--- src/hw/ods_pkg.sv ---
/*
  Shared constants and types of the opcode decode slice: register
  offsets, field positions, reset values, operation and condition codes.
  Assumes a single 40 MHz clock and an AXI4-Lite register bus.
*/
// What this block does
// - Add with carry: A+M+C into A, nine opcodes, sets N V Z C.
// - AND: A and M into A, nine opcodes, sets only N and Z.
// - Shift left: bit 7 into C, zero into bit 0, sets N Z C.
// - Zero-page bit branch on clear, opcodes 0F..7F, flags untouched.
// - Zero-page bit branch on set, opcodes 8F..FF, flags untouched.
// - Carry clear 90, carry set B0, equal F0 branches; flags untouched.
// - Minus branch at 30 on N, flags untouched; polarity is a parameter.
// - Bit test: A and M sets Z, M bits 7 and 6 go to N and V.
// - Status layout N7 V6 1 1 D3 I2 Z1 C0, bits 5 and 4 read one.
package ods_pkg;

  // Register byte offsets
  localparam logic [7:0] OFF_CTRL   = 8'h00;
  localparam logic [7:0] OFF_OPCODE = 8'h04;
  localparam logic [7:0] OFF_MEM    = 8'h08;
  localparam logic [7:0] OFF_ACC    = 8'h0c;
  localparam logic [7:0] OFF_FLAGS  = 8'h10;
  localparam logic [7:0] OFF_PC     = 8'h14;
  localparam logic [7:0] OFF_DISP   = 8'h18;
  localparam logic [7:0] OFF_STATUS = 8'h1c;
  localparam logic [7:0] OFF_NEWPC  = 8'h20;

  // Control and status bit positions
  localparam int CTRL_GO      = 0;
  localparam int CTRL_CLR     = 1;
  localparam int STAT_DONE    = 0;
  localparam int STAT_TAKEN   = 1;
  localparam int STAT_ILLEGAL = 2;

  // Status flag positions
  localparam int FLG_N = 7;
  localparam int FLG_V = 6;
  localparam int FLG_D = 3;
  localparam int FLG_I = 2;
  localparam int FLG_Z = 1;
  localparam int FLG_C = 0;
  localparam logic [7:0] FLAGS_ONES = 8'h30;
  localparam logic [7:0] FLAGS_RST  = 8'h30;

  // Instruction lengths in bytes
  localparam logic [1:0] LEN_1 = 2'h1;
  localparam logic [1:0] LEN_2 = 2'h2;
  localparam logic [1:0] LEN_3 = 2'h3;

  // Bus responses
  localparam logic [1:0] RESP_OKAY   = 2'h0;
  localparam logic [1:0] RESP_SLVERR = 2'h2;

  typedef enum logic [2:0] {
    OP_NONE = 3'b000, OP_ADC = 3'b001, OP_AND = 3'b010, OP_SHL = 3'b011,
    OP_BBR  = 3'b100, OP_BBS = 3'b101, OP_BFLG = 3'b110, OP_BIT = 3'b111
  } ods_op_e;

  typedef enum logic [1:0] {
    CND_CC = 2'b00, CND_CS = 2'b01, CND_EQ = 2'b10, CND_MI = 2'b11
  } ods_cond_e;

  typedef struct packed {
    ods_op_e    op;
    logic       accMode;
    logic [1:0] len;
    ods_cond_e  cond;
    logic [2:0] bitSel;
  } ods_dec_s;

  typedef struct packed {
    logic [7:0] res;
    logic [7:0] flags;
    logic       taken;
  } ods_alu_s;

endpackage

--- src/hw/ods_top.sv ---
/*
  Opcode decode slice with AXI4-Lite register access. Software loads an
  opcode, operand byte, accumulator, flags, PC and displacement, then
  starts one execution; results and the next PC read back.
  Assumes one clock, mclk, and an asynchronous active-low reset.
*/
module ods_top
  import ods_pkg::*;
#(
  parameter int ADDR_W       = 8,    // Bus address width
  parameter bit MINUS_ON_SET = 1'b1  // Minus branch polarity
)(
  input  wire logic              mclk,     // 40 MHz clock
  input  wire logic              arst_n,   // Async reset, active low
  input  wire logic [ADDR_W-1:0] awaddr,   // Write address
  input  wire logic              awvalid,  // Write address valid
  output logic                   awready,  // Write address ready
  input  wire logic [31:0]       wdata,    // Write data
  input  wire logic [3:0]        wstrb,    // Write byte strobes
  input  wire logic              wvalid,   // Write data valid
  output logic                   wready,   // Write data ready
  output logic [1:0]             bresp,    // Write response
  output logic                   bvalid,   // Write response valid
  input  wire logic              bready,   // Write response ready
  input  wire logic [ADDR_W-1:0] araddr,   // Read address
  input  wire logic              arvalid,  // Read address valid
  output logic                   arready,  // Read address ready
  output logic [31:0]            rdata,    // Read data
  output logic [1:0]             rresp,    // Read response
  output logic                   rvalid,   // Read data valid
  input  wire logic              rready    // Read data ready
);

  if (ADDR_W < 8) begin : g_chk
    $error("ods_top: ADDR_W must be at least 8");
  end

  logic [ADDR_W-1:0] awAddr_r;
  logic              awHave_r;
  logic [31:0]       wData_r;
  logic [3:0]        wStrb_r;
  logic              wHave_r;
  logic [7:0]        opcode_r;
  logic [7:0]        mem_r;
  logic [7:0]        acc_r;
  logic [7:0]        flags_r;
  logic [15:0]       pc_r;
  logic [7:0]        disp_r;
  logic              go_r;
  logic              done_r;
  logic              taken_r;
  logic              illegal_r;
  logic [15:0]       newPc_r;
  ods_dec_s          dec;
  ods_alu_s          alu;

  ods_decode u_dec (
    .opcode (opcode_r),
    .dec    (dec)
  );

  ods_alu #(.MINUS_ON_SET(MINUS_ON_SET)) u_alu (
    .dec   (dec),
    .acc   (acc_r),
    .mem   (mem_r),
    .flags (flags_r),
    .out   (alu)
  );

  // Write channel handshake and decode
  wire              awTake   = awvalid & awready;
  wire              wTake    = wvalid & wready;
  wire              doWrite  = awHave_r & wHave_r & ~bvalid;
  wire              awHave_nxt = (awHave_r | awTake) & ~doWrite;
  wire              wHave_nxt  = (wHave_r | wTake) & ~doWrite;
  wire [ADDR_W-1:0] wa       = awAddr_r;
  wire              wSelCtrl = (wa == ADDR_W'(OFF_CTRL));
  wire              wSelOpc  = (wa == ADDR_W'(OFF_OPCODE));
  wire              wSelMem  = (wa == ADDR_W'(OFF_MEM));
  wire              wSelAcc  = (wa == ADDR_W'(OFF_ACC));
  wire              wSelFlg  = (wa == ADDR_W'(OFF_FLAGS));
  wire              wSelPc   = (wa == ADDR_W'(OFF_PC));
  wire              wSelDisp = (wa == ADDR_W'(OFF_DISP));
  wire              wSelRo   = (wa == ADDR_W'(OFF_STATUS)) | (wa == ADDR_W'(OFF_NEWPC));
  wire              wMapped  = wSelCtrl | wSelOpc | wSelMem | wSelAcc | wSelFlg | wSelPc
                               | wSelDisp | wSelRo;
  wire [7:0]        wB0      = wStrb_r[0] ? wData_r[7:0] : 8'h00;
  wire              wB0En    = doWrite & wStrb_r[0];
  wire              wB1En    = doWrite & wStrb_r[1];
  wire              clrReq   = wB0En & wSelCtrl & wB0[CTRL_CLR];

  // Execution step decode
  wire              exec     = go_r & (dec.op != OP_NONE);
  wire              wrAcc    = exec & ((dec.op == OP_ADC) | (dec.op == OP_AND)
                               | ((dec.op == OP_SHL) & dec.accMode));
  wire              wrMem    = exec & (dec.op == OP_SHL) & ~dec.accMode;
  wire [15:0]       dispExt  = {{8{disp_r[7]}}, disp_r};
  wire [15:0]       nextPc   = pc_r + {14'h0000, dec.len};
  wire [15:0]       brPc     = alu.taken ? nextPc + dispExt : nextPc;

  // Write address and data holding
  always_ff @(posedge mclk or negedge arst_n) begin
    if (!arst_n) begin
      awHave_r <= 1'b0;
      wHave_r  <= 1'b0;
      awAddr_r <= '0;
      wData_r  <= 32'h0000_0000;
      wStrb_r  <= 4'h0;
      awready  <= 1'b0;
      wready   <= 1'b0;
    end else begin
      awHave_r <= awHave_nxt;
      wHave_r  <= wHave_nxt;
      awready  <= ~awHave_nxt;
      wready   <= ~wHave_nxt;
      if (awTake) awAddr_r <= awaddr;
      if (wTake) begin
        wData_r <= wdata;
        wStrb_r <= wstrb;
      end
    end
  end

  // Write response
  always_ff @(posedge mclk or negedge arst_n) begin
    if (!arst_n) begin
      bvalid <= 1'b0;
      bresp  <= RESP_OKAY;
    end else begin
      bvalid <= doWrite | (bvalid & ~bready);
      if (doWrite) bresp <= wMapped ? RESP_OKAY : RESP_SLVERR;
    end
  end

  // Operand registers; an execution result wins over a bus write
  always_ff @(posedge mclk or negedge arst_n) begin
    if (!arst_n) begin
      opcode_r <= 8'h00;
      mem_r    <= 8'h00;
      acc_r    <= 8'h00;
      disp_r   <= 8'h00;
      pc_r     <= 16'h0000;
    end else begin
      if (wB0En & wSelOpc) opcode_r <= wData_r[7:0];
      if (wB0En & wSelDisp) disp_r <= wData_r[7:0];
      if (wB0En & wSelPc) pc_r[7:0] <= wData_r[7:0];
      if (wB1En & wSelPc) pc_r[15:8] <= wData_r[15:8];
      if (wrMem) mem_r <= alu.res;
      else if (wB0En & wSelMem) mem_r <= wData_r[7:0];
      if (wrAcc) acc_r <= alu.res;
      else if (wB0En & wSelAcc) acc_r <= wData_r[7:0];
    end
  end

  // Flags, start pulse and result status
  always_ff @(posedge mclk or negedge arst_n) begin
    if (!arst_n) begin
      flags_r   <= FLAGS_RST;
      go_r      <= 1'b0;
      done_r    <= 1'b0;
      taken_r   <= 1'b0;
      illegal_r <= 1'b0;
      newPc_r   <= 16'h0000;
    end else begin
      go_r <= wB0En & wSelCtrl & wB0[CTRL_GO];
      // bits 5 and 4 forced on
      if (exec) flags_r <= alu.flags;
      else if (wB0En & wSelFlg) flags_r <= wData_r[7:0] | FLAGS_ONES;
      // Set wins over clear
      done_r <= go_r | (done_r & ~clrReq);
      if (go_r) begin
        taken_r   <= alu.taken;
        illegal_r <= (dec.op == OP_NONE);
        newPc_r   <= (dec.op == OP_NONE) ? pc_r : brPc;
      end
    end
  end

  // Read address decode and data selection
  wire       arTake   = arvalid & arready;
  wire       rvHold   = rvalid & ~rready;
  wire       rSelCtrl = (araddr == ADDR_W'(OFF_CTRL));
  wire       rSelOpc  = (araddr == ADDR_W'(OFF_OPCODE));
  wire       rSelMem  = (araddr == ADDR_W'(OFF_MEM));
  wire       rSelAcc  = (araddr == ADDR_W'(OFF_ACC));
  wire       rSelFlg  = (araddr == ADDR_W'(OFF_FLAGS));
  wire       rSelPc   = (araddr == ADDR_W'(OFF_PC));
  wire       rSelDisp = (araddr == ADDR_W'(OFF_DISP));
  wire       rSelStat = (araddr == ADDR_W'(OFF_STATUS));
  wire       rSelNpc  = (araddr == ADDR_W'(OFF_NEWPC));
  wire       rMapped  = rSelCtrl | rSelOpc | rSelMem | rSelAcc | rSelFlg | rSelPc
                        | rSelDisp | rSelStat | rSelNpc;
  wire [2:0] statBits = {illegal_r, taken_r, done_r};
  wire [31:0] rMux =
      rSelOpc  ? {24'h000000, opcode_r} :
      rSelMem  ? {24'h000000, mem_r} :
      rSelAcc  ? {24'h000000, acc_r} :
      rSelFlg  ? {24'h000000, flags_r} :
      rSelPc   ? {16'h0000, pc_r} :
      rSelDisp ? {24'h000000, disp_r} :
      rSelStat ? {29'h00000000, statBits} :
      rSelNpc  ? {16'h0000, newPc_r} : 32'h0000_0000;

  // Read channel
  always_ff @(posedge mclk or negedge arst_n) begin
    if (!arst_n) begin
      arready <= 1'b0;
      rvalid  <= 1'b0;
      rdata   <= 32'h0000_0000;
      rresp   <= RESP_OKAY;
    end else begin
      rvalid  <= arTake | rvHold;
      arready <= ~(arTake | rvHold);
      if (arTake) begin
        rdata <= rMux;
        rresp <= rMapped ? RESP_OKAY : RESP_SLVERR;
      end
    end
  end

  // Helper views for the checks below
  wire       cFlag  = flags_r[FLG_C];
  wire       zFlag  = flags_r[FLG_Z];
  wire       nFlag  = flags_r[FLG_N];
  wire       vFlag  = flags_r[FLG_V];
  wire       selBit = mem_r[dec.bitSel];
  wire [1:0] memTop = mem_r[7:6];
  wire [8:0] addSum = {1'b0, acc_r} + {1'b0, mem_r} + {8'h00, cFlag};

  property p_adc;
    @(posedge mclk) disable iff (!arst_n)
      go_r && dec.op == OP_ADC |=> acc_r == $past(addSum[7:0]) && cFlag == $past(addSum[8]);
  endproperty
  a_adc: assert property (p_adc) else $error("add result or carry wrong");

  property p_and;
    @(posedge mclk) disable iff (!arst_n)
      go_r && dec.op == OP_AND
      |=> acc_r == ($past(acc_r) & $past(mem_r)) && cFlag == $past(cFlag)
          && vFlag == $past(vFlag);
  endproperty
  a_and: assert property (p_and) else $error("and result or untouched flag wrong");

  property p_shl;
    @(posedge mclk) disable iff (!arst_n)
      go_r && dec.op == OP_SHL && dec.accMode
      |=> cFlag == $past(acc_r[7]) && acc_r[0] == 1'b0 && acc_r[7:1] == $past(acc_r[6:0]);
  endproperty
  a_shl: assert property (p_shl) else $error("shift left wrong");

  property p_bbr;
    @(posedge mclk) disable iff (!arst_n)
      go_r && dec.op == OP_BBR |=> taken_r == !$past(selBit) && $stable(flags_r);
  endproperty
  a_bbr: assert property (p_bbr) else $error("branch on clear bit wrong");

  property p_bbs;
    @(posedge mclk) disable iff (!arst_n)
      go_r && dec.op == OP_BBS |=> taken_r == $past(selBit) && $stable(flags_r);
  endproperty
  a_bbs: assert property (p_bbs) else $error("branch on set bit wrong");

  property p_bfl;
    @(posedge mclk) disable iff (!arst_n)
      go_r && (opcode_r == 8'h90 || opcode_r == 8'hb0 || opcode_r == 8'hf0)
      |=> $stable(flags_r) && taken_r == ($past(opcode_r) == 8'h90 ? !$past(cFlag) :
          $past(opcode_r) == 8'hb0 ? $past(cFlag) : $past(zFlag));
  endproperty
  a_bfl: assert property (p_bfl) else $error("flag branch wrong");

  property p_minus;
    @(posedge mclk) disable iff (!arst_n)
      go_r && opcode_r == 8'h30 |=> taken_r == ($past(nFlag) == MINUS_ON_SET) && $stable(flags_r);
  endproperty
  a_minus: assert property (p_minus) else $error("minus branch wrong");

  property p_bit;
    @(posedge mclk) disable iff (!arst_n)
      go_r && dec.op == OP_BIT |=> {nFlag, vFlag} == $past(memTop) && $stable(acc_r);
  endproperty
  a_bit: assert property (p_bit) else $error("bit test flags wrong");

  property p_ones;
    @(posedge mclk) disable iff (!arst_n)
      arTake && rSelFlg |=> rdata[5:4] == 2'b11;
  endproperty
  a_ones: assert property (p_ones) else $error("status bits 5 and 4 not one");

  property p_len3;
    @(posedge mclk) disable iff (!arst_n)
      go_r && (dec.op == OP_BBR || dec.op == OP_BBS) && !alu.taken
      |=> newPc_r == $past(pc_r) + 16'h0003;
  endproperty
  a_len3: assert property (p_len3) else $error("bit branch length not three");

  property p_rel;
    @(posedge mclk) disable iff (!arst_n)
      go_r && dec.op == OP_BFLG && alu.taken
      |=> newPc_r == $past(pc_r) + 16'h0002 + $past(dispExt);
  endproperty
  a_rel: assert property (p_rel) else $error("branch target wrong");

endmodule

--- src/hw/ods_decode.sv ---
/*
  Opcode decoder: maps an opcode byte onto operation, length, branch
  condition and tested bit. Purely combinational; fed from a register.
*/
module ods_decode
  import ods_pkg::*;
(
  input  wire logic [7:0] opcode,  // Fetched opcode byte
  output ods_dec_s        dec      // Decoded fields
);

  // Bit-branch column is recognised by its low nibble, rest by table
  always_comb begin
    dec = '{op: OP_NONE, accMode: 1'b0, len: LEN_1, cond: CND_CC, bitSel: opcode[6:4]};
    if (opcode[3:0] == 4'hf) begin
      dec.op  = opcode[7] ? OP_BBS : OP_BBR;
      dec.len = LEN_3;
    end else begin
      unique case (opcode)
        8'h6d, 8'h7d, 8'h79: begin dec.op = OP_ADC; dec.len = LEN_3; end
        8'h69, 8'h65, 8'h61, 8'h75, 8'h72, 8'h71: begin
          dec.op  = OP_ADC;
          dec.len = LEN_2;
        end
        8'h2d, 8'h3d, 8'h39: begin dec.op = OP_AND; dec.len = LEN_3; end
        8'h29, 8'h25, 8'h21, 8'h35, 8'h32, 8'h31: begin
          dec.op  = OP_AND;
          dec.len = LEN_2;
        end
        8'h0e, 8'h1e: begin dec.op = OP_SHL; dec.len = LEN_3; end
        8'h06, 8'h16: begin dec.op = OP_SHL; dec.len = LEN_2; end
        8'h0a: begin dec.op = OP_SHL; dec.accMode = 1'b1; end
        8'h2c, 8'h3c: begin dec.op = OP_BIT; dec.len = LEN_3; end
        8'h89, 8'h24, 8'h34: begin dec.op = OP_BIT; dec.len = LEN_2; end
        8'h90: begin dec.op = OP_BFLG; dec.len = LEN_2; dec.cond = CND_CC; end
        8'hb0: begin dec.op = OP_BFLG; dec.len = LEN_2; dec.cond = CND_CS; end
        8'hf0: begin dec.op = OP_BFLG; dec.len = LEN_2; dec.cond = CND_EQ; end
        8'h30: begin dec.op = OP_BFLG; dec.len = LEN_2; dec.cond = CND_MI; end
        default: dec.op = OP_NONE;
      endcase
    end
  end

endmodule

--- src/hw/ods_alu.sv ---
/*
  Operation unit: result byte, new status flags and branch decision
  for one decoded instruction. Combinational; binary arithmetic only.
*/
module ods_alu
  import ods_pkg::*;
#(
  parameter bit MINUS_ON_SET = 1'b1  // Minus branch taken when N is one
)(
  input  wire ods_dec_s   dec,     // Decoded instruction
  input  wire logic [7:0] acc,     // Accumulator
  input  wire logic [7:0] mem,     // Memory operand byte
  input  wire logic [7:0] flags,   // Current status flags
  output ods_alu_s        out      // Result, flags, branch decision
);

  logic [8:0] sum;
  logic [7:0] shSrc;
  logic [7:0] andVal;

  // Operand paths; only andVal is shared, by AND and bit test
  assign sum    = {1'b0, acc} + {1'b0, mem} + {8'h00, flags[FLG_C]};
  assign shSrc  = dec.accMode ? acc : mem;
  assign andVal = acc & mem;

  // Per-operation result and flag effects; untouched flags pass through
  always_comb begin
    out       = '{res: acc, flags: flags, taken: 1'b0};
    unique case (dec.op)
      OP_ADC: begin
        out.res          = sum[7:0];
        out.flags[FLG_C] = sum[8];
        out.flags[FLG_V] = ~(acc[7] ^ mem[7]) & (acc[7] ^ sum[7]);
        out.flags[FLG_N] = sum[7];
        out.flags[FLG_Z] = (sum[7:0] == 8'h00);
      end
      OP_AND: begin
        out.res          = andVal;
        out.flags[FLG_N] = andVal[7];
        out.flags[FLG_Z] = (andVal == 8'h00);
      end
      OP_SHL: begin
        out.res          = {shSrc[6:0], 1'b0};
        out.flags[FLG_C] = shSrc[7];
        out.flags[FLG_N] = shSrc[6];
        out.flags[FLG_Z] = (shSrc[6:0] == 7'h00);
      end
      OP_BBR: out.taken = ~mem[dec.bitSel];
      OP_BBS: out.taken = mem[dec.bitSel];
      OP_BFLG: begin
        unique case (dec.cond)
          CND_CC: out.taken = ~flags[FLG_C];
          CND_CS: out.taken = flags[FLG_C];
          CND_EQ: out.taken = flags[FLG_Z];
          CND_MI: out.taken = (flags[FLG_N] == MINUS_ON_SET);
        endcase
      end
      OP_BIT: begin
        out.flags[FLG_Z] = (andVal == 8'h00);
        out.flags[FLG_N] = mem[7];
        out.flags[FLG_V] = mem[6];
      end
      OP_NONE: out.taken = 1'b0;
    endcase
    out.flags = out.flags | FLAGS_ONES;
  end

endmodule

--- config.mk ---
export PLATFORM = sky130hd
export DESIGN_NAME = ods_top
export DESIGN_NICKNAME = d
export VERILOG_FILES = /design/src/hw/ods_pkg.sv /design/src/hw/ods_top.sv /design/src/hw/ods_decode.sv /design/src/hw/ods_alu.sv
export SDC_FILE = /design/constraint.sdc
export NUM_CORES = 1
export LEC_CHECK = 0
export BUFFER_PORTS_ARGS = -buffer_cell sky130_fd_sc_hd__buf_2
export CAP_MARGIN = 10
export CORE_MARGIN = 5
export CORE_UTILIZATION = 35
export DETAILED_ROUTE_END_ITERATION = 10
export SYNTH_ARGS = -nofsm -noshare
export SYNTH_HDL_FRONTEND = slang
export SYNTH_SLANG_ARGS = --single-unit
--- constraint.sdc ---
create_clock -name mclk -period 4.79 [get_ports mclk]
set_clock_uncertainty 0.05 [all_clocks]
set_input_delay 0.479 -clock mclk [delete_from_list [all_inputs] [get_ports mclk]]
set_output_delay 0.479 -clock mclk [all_outputs]
set_load 0.03 [all_outputs]
Yosys cells after proc, flatten, opt, wreduce, memory -nomap -nowiden
Index checks and enable logic that the tools add are counted.
Word-level totals
  logic and storage cells: 227
  input port bits: 59
  output and inout port bits: 41
  register bits after elaboration: 145
Cells by class
  mux-type cells: 38
  reductions and logical operators: 24
  eq/ne operators: 63
  $add $sub $neg: 4
  bitwise logic cells: 67
  order comparisons: 1
Operators with widths (count)
  16-bit 2-to-1 mux: 10
  8-bit by 6-bit equality test with 1-bit output (second input constant): 16
  8-bit by 5-bit equality test with 1-bit output (second input constant): 10
  8-bit by 7-bit equality test with 1-bit output (second input constant): 9
  8-bit 2-to-1 mux: 7
  8-bit by 4-bit equality test with 1-bit output (second input constant): 6
  8-bit equality test (second input constant): 4
  8-bit zero test: 4
  1-bit AND: 28
  8-bit by 3-bit equality test with 1-bit output (second input constant): 3
  8-bit case mux with 3 select lines: 1
  1-bit OR: 23
  21-bit OR reduction: 1
  9-bit OR reduction: 2
  16-bit adder: 1
  16-bit by 2-bit adder with 16-bit output: 1
  3-bit case mux with 5 select lines: 1
  1-bit inverter: 13
  3-bit equality test (second input constant): 4
  2-bit 2-to-1 mux: 5
  2-bit AND reduction: 5
  10-bit OR reduction: 1
  5-bit OR reduction: 2
  8-bit by 8-bit adder with 9-bit output: 1
  27 further kinds: 39

Depth between registers and ports, before layout
  depth in word-level cells: 10
  gate-level depth with buffers: 24
  gate-level depth less buffers: 23

Hierarchy
From an unflattened synthesis, not the netlist that was laid out.
Unflattened totals
  cells, all modules: 886
  area total of the unflattened synthesis: 8471.9 um^2
By module, submodules not included
  ods_top: cells each 663, instances 1, area an instance 6926.6 um^2, seq. area each 3180.6 um^2
  ods_alu: cells each 163, instances 1, area an instance 1126.1 um^2, seq. area each 0.0 um^2
  ods_decode: cells each 60, instances 1, area an instance 419.2 um^2, seq. area each 0.0 um^2

Worst setup path after synthesis
No wires, ideal clock.
  path type: register to register
  start point: reg opcode_r[3]
  end point: reg newPc_r[15]
  period minus slack after synthesis: 4.579 ns
  arrival: 4.447 ns
  slack: 0.211 ns
  buffers on the path: 1
  library setup time: 0.082 ns
  cell stages (with the launch flop): 24
  data required time: 4.658 ns
  path through: dfrtp_1 > buf_2 > nor4b_1 > and2_1 > nand2_1 > o2111ai_1 > inv_1 > nand3_1 > inv_1 > fa_1 > nor2b_1 > and4_1 > nand4_1 > nor2_1 > xor2_1 > ha_1 > o21a_1 > o21ai_0 > o2bb2ai_1 > a311o_1 > o2111ai_1 > xnor2_1 > or3_1 > a31oi_1
On the way
  cells in the longest elaborated chain, start to end: 8
  elaborated cells between the ends (all ways): 60
  those cells by class: add/sub: 2; eq/ne: 39; mux: 10; reduce/logical: 9
Ends and longest elaborated chain
  start: declaration: line ods_top.sv:43  | logic [7:0] opcode_r;
  start signal: assignment: line ods_top.sv:144  | if (wB0En & wSelOpc) opcode_r <= wData_r[7:0];
  8-bit by 7-bit equality test with 1-bit output, or another cell as far along: line ods_decode.sv:19  | unique case (opcode)
  21-bit OR reduction (no line), or another cell as far along
  2-bit case mux with 2 select lines, or another cell as far along: line ods_decode.sv:19
  2-bit 2-to-1 mux, or another cell as far along: line ods_decode.sv:15  | if (opcode[3:0] == 4'hf) begin
  16-bit by 2-bit adder with 16-bit output, or another cell as far along: line ods_top.sv:98  | wire [15:0] nextPc = pc_r + {14'h0000, dec.len};
  16-bit adder / 1-bit case mux with 3 select lines (equally long branches): line ods_top.sv:99, ods_alu.sv:29
  16-bit 2-to-1 mux: line ods_top.sv:99  | wire [15:0] brPc = alu.taken ? nextPc + dispExt : nextPc;
  16-bit 2-to-1 mux *: line ods_top.sv:174  | newPc_r <= (dec.op == OP_NONE) ? pc_r : brPc;
  end signal: assignment: line ods_top.sv:174
  end: declaration: line ods_top.sv:53  | logic [15:0] newPc_r;
Every way passes the cells marked *; elsewhere a longest branch is shown, timed or not.
A chain may end at the register's enable or synchronous reset.

Worst setup path after layout
  start point: reg opcode_r[0]
  end point: reg newPc_r[14]
The elaborated chain is that of the path after synthesis.

==> results.sh <==
export IMPL_status="complete, no violations"
export IMPL_crit_type="flop to flop"
export IMPL_crit_arrival_ns=4.81
export IMPL_async_flop_share_pct=100
export IMPL_maxCapViolations=0
export IMPL_yosysUniqueCellTypes=73
export IMPL_clock_sinks=126
export IMPL_first_pass_iters=7
export IMPL_dieArea_mm2=0.0263
export IMPL_grtUsageMet3_pct=3.35
export IMPL_syn_instance_count=815
export IMPL_cts_tree="built"
export IMPL_r2r_cells=22
export IMPL_drc=0
export IMPL_worst_setup_path_start_kind="flop"
export IMPL_initial_core_util_pct=35.7
export IMPL_grtUsageTotal_pct=17.0
export IMPL_power_density_mw_per_mm2=381
export IMPL_wl_mm=22.2
export IMPL_synthFlopType="dfrtp_1"
export IMPL_final_area_mm2=0.00974
export IMPL_synth_edf_count=0
export IMPL_slew_headroom_pct=35.6
export IMPL_ys_seq_area_share_pct=38.9
export IMPL_dpl_instance_area_mm2=0.00890
export IMPL_top_usage_layer="met2"
export IMPL_grt_pass1_vias=6497
export IMPL_hp_class="primary input to async pin"
export IMPL_grt_max_degree=88
export IMPL_design_core_area_mm2=0.0227
export IMPL_overflow=0
export IMPL_cts_hold_buf=0
export IMPL_insertion_delay_ns=0.42
export IMPL_antenna_found_initial=0
export IMPL_cts_made_buffers=17
export IMPL_route_vias_total=6623
export IMPL_min_period_ns=4.53
export IMPL_final_antenna_net_count=0
export IMPL_first_iter_violations=507
export IMPL_syn_area_mm2=0.00811
export IMPL_crit_fanout=6
export IMPL_dp_hpwl_mm=16.0
export IMPL_crit_path_end_kind="flop"
export IMPL_slew_violations=0
export IMPL_finalHoldViolations=0
export IMPL_die_height_um=162
export IMPL_p_leak_nw=4.58
export IMPL_min_period_over_period_pct=94.6
export IMPL_path_clk_slew_ns=0.06
export IMPL_use_met2_pct=25.8
export IMPL_worst_slack_ns=0.258
export IMPL_max_freq_ghz=0.221
export IMPL_final_nets=1006
export IMPL_grt_pass1_wl_mm=35.5
export IMPL_worstPathRequired_ns=5.07
export IMPL_ir_worst_vdd_mv=0.280
export IMPL_worst_pin_slew_ns=0.965
export IMPL_met1_usage_pct=24.5
export IMPL_rsz0062_at_grt="yes"
export IMPL_diodes=0
export IMPL_ys_seq_elements=126
export IMPL_ys_warnings_count=0
export IMPL_clock_path_buffers=2
export IMPL_finalSetupViolations=0
export IMPL_root_buffer="clkbuf_16"
export IMPL_io_pin_count=100
export IMPL_die_w_um=162
export IMPL_place_congestion=0.893
export IMPL_final_layout_size_suffix_gt1_share_pct=29.5
export IMPL_wl_per_cell_um=18.3
export IMPL_avgViaCountPerCell=5.46
export IMPL_syn_to_final_growth_pct=20.1
export IMPL_final_util_pct=42.9
export IMPL_dpl_worst_slack_ns=-0.0826
export IMPL_avgSynthCellArea_um2=9.95
export IMPL_htreeDepth=4
export IMPL_portBuffers=63
export IMPL_rows=55
## critical path: stages, from the launching register on
cell and delay, ns:
dfrtp_2 0.47, buf_6 0.15, nand2b_4 0.08, nor3_1 0.05
o21ai_2 0.16, o2111ai_2 0.13, inv_2 0.09, ha_2 0.18
inv_1 0.06, fa_2 0.37, nor2b_2 0.14, and4_4 0.26
nand3_1 0.11, xnor2_1 0.16, ha_1 0.21, a21o_1 0.17
a2111oi_0 0.38, o21ai_1 0.20, a311oi_2 0.27, nor2b_1 0.09
o21ai_1 0.18, mux2_2 0.36, o221ai_1 0.15
## worst paths after layout
kind,slack (ns),start,endpoint
max reg2reg,0.26,opcode_r[0],newPc_r[14]
min in group mclk,0.18,bready,bvalid
max in group asynchronous,3.47,arst_n,opcode_r[5]
max,0.26,opcode_r[0],newPc_r[14]
min reg2reg,0.42,go_r,done_r
min,0.09,arst_n,acc_r[4]
## synth_stat cells (all sizes together) (5+ instances only)
| cell | number | area [um2] |
|---|---|---|
| buf | 35 | 241 |
| nand4 | 8 | 50.1 |
| or3 | 6 | 37.5 |
| mux2 | 75 | 845 |
| nor3 | 20 | 105 |
| dfrtp | 125 | 3130 |
| a22o | 16 | 140 |
| o2111ai | 5 | 43.8 |
| o211ai | 11 | 87.6 |
| mux2i | 47 | 470 |
| o21bai | 6 | 45.0 |
| and3 | 7 | 43.8 |
| nor2b | 6 | 37.5 |
| inv | 33 | 124 |
| nor2 | 47 | 176 |
| a21o | 9 | 67.6 |
| and2 | 7 | 43.8 |
| nand2 | 53 | 201 |
| a31oi | 7 | 43.8 |
| ha | 27 | 338 |
| a211oi | 5 | 42.5 |
| nand2b | 8 | 50.1 |
| a21oi | 49 | 260 |
| nor4 | 10 | 62.6 |
| nand3 | 19 | 95.1 |
| clkbuf | 19 | 71.3 |
| o21ai | 55 | 275 |
| xnor2 | 22 | 193 |
| xor2 | 12 | 105 |
| a221oi | 9 | 78.8 |
## area by class of cell
| cell class | count | area, um2 |
|---|---|---|
| tap | 285 | 357 |
| sequential | 126 | 3160 |
| inverter | 33 | 124 |
| fill | 2190 | 13000 |
| timing repair buffer | 119 | 747 |
| clock buffer | 18 | 439 |
| clock inverter | 14 | 181 |
| multi-input combinational | 619 | 4730 |
## routing by layer
metal  up-vias  part of all wire, %
li1       3185                    -
met1      3174                   48
met2       233                   44
met5         -                    0
met4         0                  1.5
met3        31                  6.4
## cells in the final DEF, fill, tap and decap left out, types with 18 or more instances in the layout
cell type	n
nor2_1	46
buf_4	53
buf_2	62
a21oi_1	45
o21ai_0	46
xnor2_1	22
nand2_1	51
inv_1	30
mux2i_1	47
dfrtp_1	119
mux2_2	75
conb_1	18
ha_1	26
## cell families (layout without fill, tap and decap cells)
group	after synthesis	in the layout	share of synthesized area [%]
DFF	126	126	38.9
buffers and inverters	87	184	5.39
adders and majority gates	32	32	5.28
muxes	124	124	16.8
other	1	18	0.0463
AOI/OAI and AO/OA	206	206	17.3
xor gates and xnor gates	34	34	3.67
and+or+nand+nor	205	205	12.7
## state kept, by name, summed over array words and instances (netlist names), 2 cells and up
signal    cells
newPc_r      16
pc_r         16
rdata        16
wData_r      16
acc_r         8
awAddr_r      8
disp_r        8
mem_r         8
opcode_r      8
flags_r       7
wStrb_r       2
## where the power goes
| group | switching [mW] | internal [mW] |
|---|---|---|
| Clock | 0.517 | 0.843 |
| Combinational | 0.408 | 0.383 |
| Sequential | 0.289 | 1.27 |
## repair_timing
| action | in CTS | in global routing |
|---|---|---|
| cloned | 0 | 0 |
| endpoints found under the hold margin | 0 | 0 |
| gates resized for setup | 7 | 37 |
| setup endpoints to repair | 2 | 6 |
| pin swaps | 3 | 15 |
| setup buffers | 2 | 6 |
## per-stage QoR
stage                     TNS, ns  hold slack (ns)  instances  power, mW
final                           0           0.0887       1214       3.71
after global routing      -0.0129            0.155       1214       3.92
after CTS                       0            0.121       1207       3.72
after detailed placement   -0.130            0.406       1173       2.33
after global placement          0            0.386       1173       2.32
after floorplan                 0            0.133        832       2.03
Note: power is estimated with default switching activity, not from simulation.
